<file path="config.mk">
export PLATFORM = sky130hd
export DESIGN_NAME = esdr_top
export DESIGN_NICKNAME = d
export VERILOG_FILES = /design/src/core/esdr_pkg.sv /design/src/core/esdr_refresh_fsm.sv /design/src/core/esdr_top.sv
export SDC_FILE = /design/constraint.sdc
export NUM_CORES = 1
export LEC_CHECK = 0
export ABC_AREA = 0
export BUFFER_PORTS_ARGS = -buffer_cell sky130_fd_sc_hd__buf_2
export CAP_MARGIN = 20
export CORE_AREA = 5 5 78 80
export CTS_BUF_LIST = sky130_fd_sc_hd__clkbuf_8
export DETAILED_ROUTE_END_ITERATION = 8
export DIE_AREA = 0 0 83 85
export GPL_ROUTABILITY_DRIVEN = 0
export PLACE_DENSITY = 0.71
export SLEW_MARGIN = 10
export SYNTH_ARGS = -nofsm -noshare
export SYNTH_HDL_FRONTEND = slang
export SYNTH_HIERARCHICAL = 1
export SYNTH_SLANG_ARGS = --single-unit
</file>
<file path="constraint.sdc">
create_clock -name clk_sys_i -period 2.3 [get_ports clk_sys_i]
set_input_delay 0.345 -clock clk_sys_i [delete_from_list [all_inputs] [get_ports clk_sys_i]]
set_output_delay 0.345 -clock clk_sys_i [all_outputs]
set_load 0.005 [all_outputs]
</file>
<file path="src/core/esdr_pkg.sv">
// Purpose: Shared constants for the slot decode and refresh block
// Assumes: One clock, synchronous active-low reset
// Notes:   Mode field encodings are local choices
package esdr_pkg;
  localparam logic [1:0] MODE_ENCODED = 2'h0;
  localparam logic [1:0] MODE_DIRECT  = 2'h1;
  localparam logic [3:0] SLOT_NONE    = 4'hF;
  localparam logic [3:0] SLOT_ZERO    = 4'h0;
  localparam logic [3:0] GRANT_NONE   = 4'hF;
  localparam logic [3:0] DIR_NONE     = 4'hF;
  localparam logic [3:0] DIR_ALL      = 4'h0;
  localparam logic [3:0] ENC_MAX_SLOT = 4'h8;
  localparam logic [3:0] DIR_MAX_SLOT = 4'h4;
  localparam logic [3:0] ENC_MAX_MST  = 4'h7;
  localparam logic [3:0] DIR_MAX_MST  = 4'h3;
  localparam logic [3:0] BE_ALL       = 4'hF;
  localparam int         LA_LO_W      = 14;
  localparam int         PAGE_W       = 8;

  typedef enum logic [1:0] {
    ESDR_DMA_COMPAT = 2'h0,
    ESDR_DMA_TYPE_A = 2'h1,
    ESDR_DMA_TYPE_B = 2'h2,
    ESDR_DMA_TYPE_C = 2'h3
  } esdr_timing_e;
endpackage

</file>
<file path="src/core/esdr_refresh_fsm.sv">
// Purpose: Refresh cycle sequencer with ready stretching
// Assumes: Requests are single-cycle pulses or levels
// Notes:   Cycle length is a parameter in clocks
`timescale 1ns/1ps
module esdr_refresh_fsm #(
  parameter int CYC_CLKS = 4
) (
  input  wire logic clk_sys_i,
  input  wire logic nrst_i,
  input  wire logic start_i,
  input  wire logic ready_i,
  output logic      busy_o,
  output logic      done_o
);
  typedef enum logic [2:0] {
    ESDR_RF_IDLE = 3'b001,
    ESDR_RF_RUN  = 3'b010,
    ESDR_RF_WAIT = 3'b100
  } esdr_rf_e;

  esdr_rf_e   state_r;
  logic [7:0] cnt_r;

  always_ff @(posedge clk_sys_i) begin
    if (!nrst_i) begin
      state_r <= ESDR_RF_IDLE;
      cnt_r   <= 8'h00;
      busy_o  <= 1'b0;
      done_o  <= 1'b0;
    end else begin
      done_o <= 1'b0;
      case (state_r)
        ESDR_RF_IDLE: begin
          if (start_i) begin
            state_r <= ESDR_RF_RUN;
            cnt_r   <= 8'(CYC_CLKS - 1);
            busy_o  <= 1'b1;
          end
        end
        ESDR_RF_RUN: begin
          if (cnt_r != 8'h00) begin
            cnt_r <= cnt_r - 8'h01;
          end else begin
            state_r <= ESDR_RF_WAIT;
          end
        end
        ESDR_RF_WAIT: begin
          if (ready_i) begin // Slow slave stretches here
            state_r <= ESDR_RF_IDLE;
            busy_o  <= 1'b0;
            done_o  <= 1'b1;
          end
        end
        default: begin
          state_r <= ESDR_RF_IDLE;
          busy_o  <= 1'b0;
        end
      endcase
    end
  end

  chk_ready_stretch: assert property (@(posedge clk_sys_i)
    disable iff (!nrst_i)
    (state_r == ESDR_RF_WAIT && !ready_i) |=> busy_o)
    else $error("Refresh ended while not ready");
endmodule // esdr_refresh_fsm

</file>
<file path="src/core/esdr_top.sv">
// Purpose: Slot enables, master grants, refresh drive, DMA timing select
// Assumes: Inputs synchronous to clk_sys_i
// Notes:   Mode select is a plain input, no register bus
// Summary of operation
// - EISA-resident memory lets DMA use type A, B or C timing
// - ISA-resident memory forces compatible DMA timing
// - Refresh indicator held low for whole refresh cycle
// - Refresh started by internal unit or external ISA master
// - Refresh drives low address lines 15:2 and all byte enables
// - Refresh drives page registers onto upper address lines
// - Ready line negation extends internal refresh until it returns
// - Encoded slot enables and grants for eight slots by default
// - Two-bit mode field selects direct four-slot outputs
// - Direct mode IO nibble 1..4 drives matching slot enable low
// - Encoded mode IO nibble 1..8 output binary, else ones or zeros
// - No reserved encoded slot enable value is produced
// - Direct mode drives discrete active-low grants for masters 0-3
// - Encoded grant 0..7 selects master, ones means none
// - Encoded grant values 8 to 14 never driven
`timescale 1ns/1ps
module esdr_top #(
  parameter int REF_CLKS = 4
) (
  input  wire logic        clk_sys_i,
  input  wire logic        nrst_i,
  input  wire logic [1:0]  mode_sel_i,
  input  wire logic        cyc_io_i,
  input  wire logic        cyc_dma_i,
  input  wire logic [15:0] addr_i,
  input  wire logic        grant_vld_i,
  input  wire logic [2:0]  grant_id_i,
  input  wire logic        mem_eisa_i,
  input  wire logic [1:0]  dma_req_timing_i,
  input  wire logic        ref_int_req_i,
  input  wire logic        ref_ext_i,
  input  wire logic        ready_i,
  input  wire logic [13:0] ref_row_i,
  input  wire logic [7:0]  page_hi_i,
  input  wire logic [7:0]  page_lo_i,
  output logic [3:0]       slot_en_o,
  output logic [3:0]       grant_o,
  output logic [1:0]       dma_timing_o,
  output logic             refresh_n_o,
  output logic [13:0]      la_lo_o,
  output logic             la_lo_oe_o,
  output logic [15:0]      la_hi_o,
  output logic             la_hi_oe_o,
  output logic [3:0]       be_n_o,
  output logic             be_oe_o,
  output logic             data_oe_o
);
  logic rf_busy;
  logic rf_done;
  logic direct;
  logic [3:0] slot_nxt;
  logic [3:0] grant_nxt;
  logic [3:0] nib;

  assign direct = (mode_sel_i == esdr_pkg::MODE_DIRECT);
  assign nib    = addr_i[15:12];

  esdr_refresh_fsm #(
    .CYC_CLKS (REF_CLKS)
  ) u_rf (
    .clk_sys_i (clk_sys_i),
    .nrst_i    (nrst_i),
    .start_i   (ref_int_req_i && !ref_ext_i),
    .ready_i   (ready_i),
    .busy_o    (rf_busy),
    .done_o    (rf_done)
  );

  always_comb begin
    slot_nxt = esdr_pkg::SLOT_ZERO;
    if (cyc_dma_i) begin
      slot_nxt = esdr_pkg::SLOT_NONE;
    end else if (cyc_io_i && addr_i[9:8] == 2'h0) begin
      if (direct) begin
        slot_nxt = esdr_pkg::DIR_NONE;
        if (nib != 4'h0 && nib <= esdr_pkg::DIR_MAX_SLOT) begin
          slot_nxt[nib[1:0] - 2'h1] = 1'b0;
        end
      end else if (nib != 4'h0 && nib <= esdr_pkg::ENC_MAX_SLOT) begin
        slot_nxt = nib;
      end else begin
        slot_nxt = esdr_pkg::SLOT_NONE;
      end
    end
  end

  always_comb begin
    grant_nxt = esdr_pkg::GRANT_NONE;
    if (grant_vld_i) begin
      if (direct) begin
        if ({1'b0, grant_id_i} <= esdr_pkg::DIR_MAX_MST) begin
          grant_nxt[grant_id_i[1:0]] = 1'b0;
        end
      end else begin
        grant_nxt = {1'b0, grant_id_i};
      end
    end
  end

  always_ff @(posedge clk_sys_i) begin
    if (!nrst_i) begin
      slot_en_o <= esdr_pkg::SLOT_ZERO;
      grant_o   <= esdr_pkg::GRANT_NONE;
    end else begin
      slot_en_o <= slot_nxt;
      grant_o   <= grant_nxt;
    end
  end

  always_ff @(posedge clk_sys_i) begin
    if (!nrst_i) begin
      dma_timing_o <= esdr_pkg::ESDR_DMA_COMPAT;
    end else if (mem_eisa_i) begin
      dma_timing_o <= dma_req_timing_i;
    end else begin
      dma_timing_o <= esdr_pkg::ESDR_DMA_COMPAT;
    end
  end

  // Either refresh source gets our address drive; data never driven
  always_ff @(posedge clk_sys_i) begin
    if (!nrst_i) begin
      refresh_n_o <= 1'b1;
      la_lo_o     <= '0;
      la_lo_oe_o  <= 1'b0;
      la_hi_o     <= 16'h0000;
      la_hi_oe_o  <= 1'b0;
      be_n_o      <= esdr_pkg::BE_ALL;
      be_oe_o     <= 1'b0;
      data_oe_o   <= 1'b0;
    end else begin
      refresh_n_o <= !(rf_busy || ref_ext_i);
      la_lo_oe_o  <= rf_busy || ref_ext_i;
      be_oe_o     <= rf_busy || ref_ext_i;
      la_lo_o     <= ref_row_i;
      be_n_o      <= ~esdr_pkg::BE_ALL;
      la_hi_oe_o  <= rf_busy || ref_ext_i;
      la_hi_o     <= {page_hi_i, page_lo_i};
      data_oe_o   <= 1'b0; // Never drive data in refresh
    end
  end

  chk_enc_slot_legal: assert property (@(posedge clk_sys_i)
    disable iff (!nrst_i)
    !direct |=> (slot_en_o <= esdr_pkg::ENC_MAX_SLOT
    || slot_en_o == esdr_pkg::SLOT_NONE))
    else $error("Reserved encoded slot value");
  chk_enc_grant_legal: assert property (@(posedge clk_sys_i)
    disable iff (!nrst_i)
    !direct |=> (grant_o <= esdr_pkg::ENC_MAX_MST
    || grant_o == esdr_pkg::GRANT_NONE))
    else $error("Reserved encoded grant value");
  chk_isa_compat: assert property (@(posedge clk_sys_i)
    disable iff (!nrst_i)
    !mem_eisa_i |=> dma_timing_o == esdr_pkg::ESDR_DMA_COMPAT)
    else $error("ISA memory with fast DMA timing");
  chk_eisa_timing: assert property (@(posedge clk_sys_i)
    disable iff (!nrst_i)
    mem_eisa_i |=> dma_timing_o == $past(dma_req_timing_i))
    else $error("EISA timing not taken");
  chk_refresh_flag: assert property (@(posedge clk_sys_i)
    disable iff (!nrst_i)
    rf_busy |=> !refresh_n_o && la_lo_oe_o && be_oe_o)
    else $error("Refresh flag or drivers missing");
  chk_ext_refresh: assert property (@(posedge clk_sys_i)
    disable iff (!nrst_i)
    ref_ext_i |=> !refresh_n_o && la_hi_oe_o)
    else $error("External refresh not flagged");
  chk_refresh_end: assert property (@(posedge clk_sys_i)
    disable iff (!nrst_i)
    (!rf_busy && !ref_ext_i) |=> refresh_n_o && !la_lo_oe_o && !be_oe_o)
    else $error("Refresh flag left on");
  chk_page_drive: assert property (@(posedge clk_sys_i)
    disable iff (!nrst_i)
    rf_busy |=> la_hi_o == {$past(page_hi_i), $past(page_lo_i)})
    else $error("Page bits not on upper address");
  chk_low_drive: assert property (@(posedge clk_sys_i)
    disable iff (!nrst_i)
    rf_busy |=> la_lo_o == $past(ref_row_i) && be_n_o == 4'h0)
    else $error("Low address or byte enables wrong");
  chk_data_off: assert property (@(posedge clk_sys_i)
    disable iff (!nrst_i)
    (rf_busy || ref_ext_i) |=> !data_oe_o)
    else $error("Data driven during refresh");
  chk_dir_slot: assert property (@(posedge clk_sys_i)
    disable iff (!nrst_i)
    (direct && !cyc_dma_i && cyc_io_i && addr_i[9:8] == 2'h0
    && addr_i[15:12] == 4'h3) |=> slot_en_o == 4'hB)
    else $error("Direct slot three wrong");
  chk_dir_dma_high: assert property (@(posedge clk_sys_i)
    disable iff (!nrst_i)
    (direct && cyc_dma_i) |=> slot_en_o == esdr_pkg::DIR_NONE)
    else $error("Direct DMA slot enables not high");
  chk_enc_io_slot: assert property (@(posedge clk_sys_i)
    disable iff (!nrst_i)
    (!direct && !cyc_dma_i && cyc_io_i && addr_i[9:8] == 2'h0
    && nib != 4'h0 && nib <= esdr_pkg::ENC_MAX_SLOT)
    |=> slot_en_o == $past(nib))
    else $error("Encoded slot number wrong");
  chk_mem_zero: assert property (@(posedge clk_sys_i)
    disable iff (!nrst_i)
    (!cyc_dma_i && !cyc_io_i) |=> slot_en_o == 4'h0)
    else $error("Memory cycle slot enables not low");
  chk_dir_grant: assert property (@(posedge clk_sys_i)
    disable iff (!nrst_i)
    (direct && grant_vld_i && grant_id_i == 3'h2)
    |=> grant_o == 4'hB)
    else $error("Direct grant two wrong");
  chk_enc_grant_id: assert property (@(posedge clk_sys_i)
    disable iff (!nrst_i)
    (!direct && grant_vld_i) |=> grant_o == {1'b0, $past(grant_id_i)})
    else $error("Encoded grant number wrong");
  chk_grant_idle: assert property (@(posedge clk_sys_i)
    disable iff (!nrst_i)
    !grant_vld_i |=> grant_o == esdr_pkg::GRANT_NONE)
    else $error("Grant shown with no master");

  cov_refresh_done: cover property (@(posedge clk_sys_i) rf_done);
  cov_ext_refresh: cover property (@(posedge clk_sys_i) ref_ext_i);
  cov_enc_slot8: cover property (@(posedge clk_sys_i) slot_en_o == 4'h8);
  cov_stretch: cover property (@(posedge clk_sys_i)
    (rf_busy && !ready_i) [*3]);
  cov_dir_grant3: cover property (@(posedge clk_sys_i)
    direct && grant_o == 4'h7);
endmodule // esdr_top

</file>
# Yosys cells after proc, flatten, opt, wreduce, memory -nomap -nowiden
# Index checks and enable logic that the tools add are counted.
[word_totals] wordCells=71 ff_bits=58 out_inout_bits=49
[op_classes] addsub=2 bitwise=3 n_eq_ne=8 magnitude_cmp=7 reduce_logical=18 n_mux=22
[op_table] operator="$mux 4" count=8
[op_table] operator="$mux 8" count=2
[op_table] operator="$pmux 8 s2" count=1
[op_table] operator="$mux 3" count=3
[op_table] operator="$pmux 3 s3" count=1
[op_table] operator="$reduce_and 3->1" count=3
[op_table] operator="$not 4->4" count=2
[op_table] operator="$reduce_bool 8->1" count=1
[op_table] operator="$sub 8x1->8 const B" count=1
[op_table] operator="$logic_and 1x1->1" count=6
[op_table] operator="$lt 2x3->1 const B" count=2
[op_table] operator="$demux 1 s2" count=2
[op_table] operator="$ge 2x1->1 const B" count=2
[op_table] operator="$le 4x3->1 const B" count=1
[op_table] operator="$le 4x4->1 const B" count=1
[op_table] operator="$mux 1" count=4
[op_table] operator="$ne 2x1->1 const B" count=2
[op_table] operator="$ne 2x2->1 const B" count=2
[op_table] operator="$reduce_and 2->1" count=2
[op_table] operator="$reduce_bool 4->1" count=1
[op_table] operator="$eq 3x1->1 const B" count=1
[op_table] operator="$eq 3x2->1 const B" count=1
[op_table] operator="$eq 3x3->1 const B" count=1
[op_table] operator="$le 3x2->1 const B" count=1
[op_table] operator="other kinds (8)" count=9

# Logic depth before layout (Yosys ltp)
# Gate-level depths: netlist of the first run.
[logic_depth] word_depth=10 ltp_mapped=6 depth_no_buf=6

# By module
# The synthesis of the first run kept the hierarchy.
[modules_own_cells] mod="esdr_top" seq_area_each_um2=860.8 area_per_inst_um2=1398.8 n_inst=1 cells_per_inst=128
[modules_own_cells] mod="esdr_refresh_fsm" seq_area_each_um2=260.2 area_per_inst_um2=641.9 n_inst=1 cells_per_inst=72

# Least setup slack after synthesis of the first run
# Ideal clock, no wire load.
[synth_timing] path_kind="reg2reg" from="reg u_rf.cnt_r[2]" to="reg u_rf.cnt_r[6]" t_arrival_ps=1565 stages_incl_launch_ff=5 n_path_buf=1 setup_ps=70 setup_slack_ps=665 path_cell_list="dfxtp_1 -> or4_1 -> buf_2 -> or4b_1 -> a21oi_1"
[synth_via] elab_chain_cells=3
[synth_lines] element="start: declaration" line_no="esdr_refresh_fsm.sv:22" source="logic [7:0] cnt_r;"
[synth_lines] element="start signal: assignment" line_no="esdr_refresh_fsm.sv:36" source="cnt_r <= 8'(CYC_CLKS - 1);"
[synth_lines] element="start signal: assignment" line_no="esdr_refresh_fsm.sv:42" source="cnt_r <= cnt_r - 8'h01;"
[synth_lines] element="$sub 8x1->8 / $reduce_bool 8->1 (equally long branches)" line_no="esdr_refresh_fsm.sv:42, esdr_refresh_fsm.sv:41"
[synth_lines] element="$mux 8 / $ne 2x1->1 (equally long branches)"
[synth_lines] element="$pmux 8 s2 / $reduce_and 3->1 (equally long branches)"
# Parallel ways exist; a longest one is shown, timed or not. The select of a mux whose other input is x is not followed.
# A chain may end at the register's enable or synchronous reset.

# Final worst setup path of the first run
[layout_timing] from="reg u_rf.cnt_r[0]" to="reg u_rf.cnt_r[2]"
# The elaborated chain is that of the path after synthesis.

==> reports/results.ini, run 1 <==
[grt]
grt_remaining_overflow = 0
grt_max_degree = 30
antenna_found_initial = 0
grt_pass1_vias = 1559
grt_usage = 0.115
grt_pass1_wl_um = 6790

[floorplan]
die_area_mm2 = 0.00706
core_area_mm2 = 0.00534
rows = 27
fp.dieW_um = 83
pin_count = 111
start_util = 0.377
die_y_um = 85

[layout]
syn2layout_area_growth_pct = 30.0
fin_cells = 364
fin_nets = 355
antennaDiodeCount = 0
fillers = 507
drive_gt1_frac = 0.404

[detailed_routing]
drt-total-wl_um = 4170
drt_iter0_drc = 49
antenna_left = 0
drc = 0
wl_per_cell_um = 11.4
dr.pass1.iters = 4
viasPerCell = 4.50
vias = 1639

[sta]
period_share = 0.786
final-hold-violation-count = 0
clock_skew_ns = 0.00863
finalSetupTns_ns = 0
finalSetupViolCount = 0
timing.hold.ws_ns = 0.237
maxSlewViolCount = 0
rsz0062_at_grt = no
period_minus_slack_ns = 1.81
fmax_mhz = 553

[clock_tree]
path_clk_slew_ns = 0.10
insertion_delay_ns = 0.30
cts-root-buf = clkbuf_8
clock-sinks = 55
cts_setup_buffers = 0
ctsResizeCount = 0
cts.htree.levels = 2
clockBufferDepth = 2
postCtsHoldBufs = 0
cts_tree = built
cts_made_buffers = 5

[synth]
synth_area_mm2 = 0.00201
syn_inst = 197
syn_avg_cell_area_um2 = 10.2
synth.net_count = 261
yosysWarnings = 6

[power]
power_switching_uw = 419
clkPwrFrac = 0.309
leakagePower_uw = 0.00121
seqPwrFrac = 0.580
p_comb_frac = 0.111
intPower_uw = 1330
swShare = 0.240
p_per_area_mw_per_mm2 = 667
vdd_drop_max_uv = 296

[place]
place_hpwl_um = 3240
dp.cells = 356
port_buffers = 99

[job]
drv_cap = 0

[worst_setup_path]
path_class = reg2reg
cp.arrival_ns = 2.05
worstPathMaxFanout = 7
cp.required_ns = 2.55
crit_chain = inv_1 > ha_1 > or3b_1 > o21a_1 > a211oi_1 > a31o_2
start_kind = flop
slowest_delay_ns = 0.43
slowest_stage = or3b_1
end_kind = flop

[worst_hold_path]
hp-class = in2reg

[outcome]
outcome = finished, final reports clean

==> layout make-up <==
type / count / area (um^2) / share of cell area
repair buffers: 101 / 510 / 0.195
clock inverters: 3 / 27.5 / 0.0105
inverters: 6 / 22.5 / 0.00861
well taps: 72 / 90.1 / 0.0344
flip-flops and latches: 55 / 1100 / 0.421
clock buffers: 5 / 68.8 / 0.0263
multi-input cells: 122 / 796 / 0.304
==> power groups by stage <==
stage                     combinational [uW]  sequential (uW)  clock, uW
final                                    194             1010        540
after global routing                     218             1020        609
after CTS                                198             1010        567
after detailed placement                 197             1040          0
after global placement                   194             1030          0
after floorplan                         93.6             1040          0
==> cell usage in the layout, fill, tap and decap left out, types with 2 or more instances in the layout <==
cell type / instances
ha_1: 2
and3_1: 2
nor2b_1: 3
xor2_1: 2
clkbuf_8: 5
a21oi_1: 5
o2111ai_1: 2
o21a_1: 2
buf_4: 2
or4b_1: 2
nor2_1: 13
nand2b_1: 5
or3b_2: 2
and2_1: 30
a211oi_1: 2
buf_2: 99
nor3b_2: 2
inv_1: 6
o31ai_1: 4
nor4_1: 3
nor3_1: 3
nand2_1: 10
a21o_1: 2
a211o_1: 2
o21ai_0: 7
dfxtp_1: 55
==> routing by layer <==
metal / share of wire / wire (um) / track usage / vias up
met1: 0.39 / 1620 / 0.123 / 735
met2: 0.54 / 2230 / 0.212 / 53
met5: 0 / 0 / 0 / -
met3: 0.067 / 278 / 0.0359 / 4
met4: 0.0094 / 39 / 0.0461 / 0
li1: - / - / - / 847
==> sequential cells by signal, indices dropped and copies added (netlist names) <==
signal        cells
grant_o           4
refresh_n_o       1
u_rf/busy_o       1
u_rf/cnt_r        8
la_lo_o          14
dma_timing_o      2
slot_en_o         4
la_hi_o          16
be_oe_o           1
u_rf/state_r      3
be_n_o            1
==> worst paths after layout <==
kind                  from  cells after the start       endpoint  slack (ns)
min           page_lo_i[4]                      2     la_hi_o[4]        0.24
max          u_rf/cnt_r[0]                      6  u_rf/cnt_r[2]        0.49
max reg2reg  u_rf/cnt_r[0]                      6  u_rf/cnt_r[2]        0.49
min reg2reg  u_rf/cnt_r[7]                      2  u_rf/cnt_r[7]        0.49
==> worst max-delay path: cells and delay by family, from the launching register on <==
family / cells / cell delay [ns]
AND/OR/NAND/NOR: 1 / 0.43
flip-flops: 1 / 0.35
adder cells (fa/ha/maj): 1 / 0.16
AO/OA/AOI/OAI: 3 / 0.75
buffers and inverters: 1 / 0.08
==> per-stage QoR <==
stage,utilization,instance area [um^2],total power (uW),setup slack (ns)
3_3_place_gp,0.472,2520,1230,0.552
5_1_grt,0.490,2620,1850,0.393
4_1_cts,0.490,2620,1780,0.488
2_1_floorplan,-,2010,1140,0.665
3_5_place_dp,0.472,2520,1230,0.550
6_report,0.490,2620,1750,0.493
(Power assumes the default switching activity.)
==> inputs of run 2 (changes only) <==
- PLACE_DENSITY: 0.71 -> 0.74
- clock period: 2.3 -> 1.5 ns (I/O delays scaled with it)
==> run 2 against run 1 <==
Net effect: total power up 58%; sequential share of layout area fell by 3.5 points; die area is the same; the run now ends with setup timing left; combinational power up 87%; clock skew shrank 0.0037 ns; flip-flop and latch count unchanged; hold slack got worse by 0.13 ns; via count increased by 5.7%.
==> reports/results.ini, run 2 (synthesis gave the netlist of run 1 again) <==
[floorplan]
fp.dieW_um = 83  ; unchanged
die_y_um = 85  ; unchanged
die_area_mm2 = 0.00706  ; unchanged
pin_count = 111  ; unchanged
core_area_mm2 = 0.00534  ; unchanged
start_util = 0.377  ; unchanged
rows = 27  ; unchanged

[grt]
grt_pass1_wl_um = 7310  ; was 6790 um
antenna_found_initial = 0  ; unchanged
grt_usage = 0.126  ; was 0.115
grt_pass1_vias = 1728  ; was 1,559
grt_remaining_overflow = 0  ; unchanged
grt_max_degree = 24  ; was 30

[worst_setup_path]
worstPathMaxFanout = 7  ; unchanged
reg2reg_depth = 5  ; was 6
r2r_setup_slack_ns = -0.09  ; was 0.49 ns
cp.required_ns = 1.70  ; was 2.55 ns
end_kind = flop  ; unchanged
worstReg2RegStart = u_rf/cnt_r[1]  ; was u_rf/cnt_r[0]
path_class = reg2reg  ; unchanged
cp.arrival_ns = 1.80  ; was 2.05 ns
r2r-end = u_rf/cnt_r[1]  ; was u_rf/cnt_r[2]
start_kind = flop  ; unchanged

[detailed_routing]
dr.pass1.iters = 4  ; unchanged
wl_per_cell_um = 12.0  ; was 11.4 um
vias = 1732  ; was 1,639
drt-total-wl_um = 4670  ; was 4170 um
drc = 0  ; unchanged
antenna_left = 0  ; unchanged
drt_iter0_drc = 69  ; was 49
viasPerCell = 4.45  ; was 4.50

[layout]
syn2layout_area_growth_pct = 43.0  ; was 30.0%
top_register = la_hi_o  ; unchanged
final_cell_mix = 99 x buf_2, 49 x dfxtp_1, 30 x and2_1, 27 x buf_4, 12 x nor2_1  ; was 99 x buf_2, 55 x dfxtp_1, 30 x and2_1, 13 x nor2_1, 10 x nand2_1
final_common_cell = buf_2  ; unchanged
fin_nets = 380  ; was 355
antennaDiodeCount = 0  ; unchanged
largest_reg_flops = 16  ; unchanged
top_regs = la_hi_o (16), la_lo_o (14), u_rf/cnt_r (8)  ; unchanged
drive_gt1_frac = 0.514  ; was 0.404

[clock_tree]
cts.htree.levels = 2  ; unchanged
clock-sinks = 55  ; unchanged
cts-root-buf = clkbuf_8  ; unchanged
path_clk_slew_ns = 0.10  ; about the same
cts_tree = built  ; unchanged
insertion_delay_ns = 0.31  ; was 0.30 ns
clockBufferDepth = 2  ; unchanged
cts_made_buffers = 5  ; unchanged

[sta]
setup_slack_ns = -0.0919  ; was 0.493 ns
fmax_mhz = 628  ; was 553 MHz
clock_skew_ns = 0.00492  ; was 0.00863 ns
period_share = 1.06  ; was 0.786
period_minus_slack_ns = 1.59  ; was 1.81 ns
finalSetupViolCount = 7  ; was 0
final-hold-violation-count = 0  ; unchanged
maxSlewViolCount = 0  ; unchanged
rsz0062_at_grt = yes  ; was no

[worst_hold_path]
hp-class = in2reg  ; unchanged
hp-start = page_lo_i[1]  ; was page_lo_i[4]
holdPathEnd = la_hi_o[1]  ; was la_hi_o[4]
hold_depth = 2  ; unchanged

[power]
p_per_area_mw_per_mm2 = 961  ; was 667 mW/mm^2
power_uw = 2760  ; was 1750 uW
vdd_drop_max_uv = 475  ; was 296 uV
leakagePower_uw = 0.00135  ; was 0.00121 uW

[job]
drv_cap = 0  ; unchanged

[place]
place_hpwl_um = 3540  ; was 3240 um
dp_slack_ns = -0.152  ; was 0.550 ns
port_buffers = 99  ; unchanged

[outcome]
failed_checks = setup timing
outcome = complete, but fails checks  ; was finished, final reports clean

==> run 2: changes by cell type in the layout (fill, tap and decap cells not counted), sizes merged <==
cell	delta
buf	+25
==> run 2: cell type report <==
class | count | area (um^2)
Clock buffer | 5 | 68.8
Clock inverter | 3 | 27.5
Fill cell | 508 | 2460
Inverter | 6 | 22.5
Multi-Input combinational cell | 122 | 860
Sequential cell | 55 | 1110
Tap cell | 72 | 90.1
Timing Repair Buffer | 126 | 698
==> run 2: where the power goes <==
group	total (uW)	switching, uW	internal (uW)
Combinational	362	159	203
Clock	851	508	343
Sequential	1550	20.3	1530
==> run 2: timing repair <==
item / CTS / global route
setup buffers: 4 / 0
gates resized for setup: 12 / 7
cloned: 0 / 0
hold buffers: 0 / 0
pin swaps: 7 / 4
setup endpoints to repair: 10 / 10
==> run 2: worst max-delay path by stage <==
stage | to | startpoint | depth (start not counted)
after detailed placement | u_rf/cnt_r[1] | u_rf/cnt_r[0] | 5
after global routing | u_rf/cnt_r[0] | u_rf/cnt_r[1] | 6
after floorplan | u_rf/cnt_r[1] | u_rf/cnt_r[2] | 4
final | u_rf/cnt_r[1] | u_rf/cnt_r[1] | 5
after CTS | u_rf/cnt_r[1] | u_rf/cnt_r[1] | 5
after global placement | u_rf/cnt_r[1] | u_rf/cnt_r[0] | 5
==> run 2: through the flow <==
step                      area, um^2   util  setup TNS, ns  cells  hold WS [ns]
after floorplan                 2020      -         -0.260    197         0.301
after global placement          2690  0.504         -0.390    377         0.430
after detailed placement        2690  0.504         -0.541    377         0.433
after CTS                       2850  0.535         -0.190    389        0.0985
after global routing            2880  0.539         -0.704    389        0.0938
final                           2880  0.539         -0.293    389         0.108
==> run 2: metal layers <==
| metal | GRT usage | part of all wire | vias up |
|---|---|---|---|
| met5 | 0 | 0 | - |
| met4 | 0.0565 | 0.018 | 0 |
| met3 | 0.0350 | 0.064 | 6 |
| met2 | 0.245 | 0.55 | 50 |
| met1 | 0.123 | 0.37 | 782 |
| li1 | - | - | 894 |
==> run 2: critical path, cell delays in order, from the launching register on <==
cell and delay (ns):
dfxtp_2 0.34, inv_2 0.07, ha_4 0.13, or3b_4 0.40
o21a_4 0.24, o311a_1 0.29
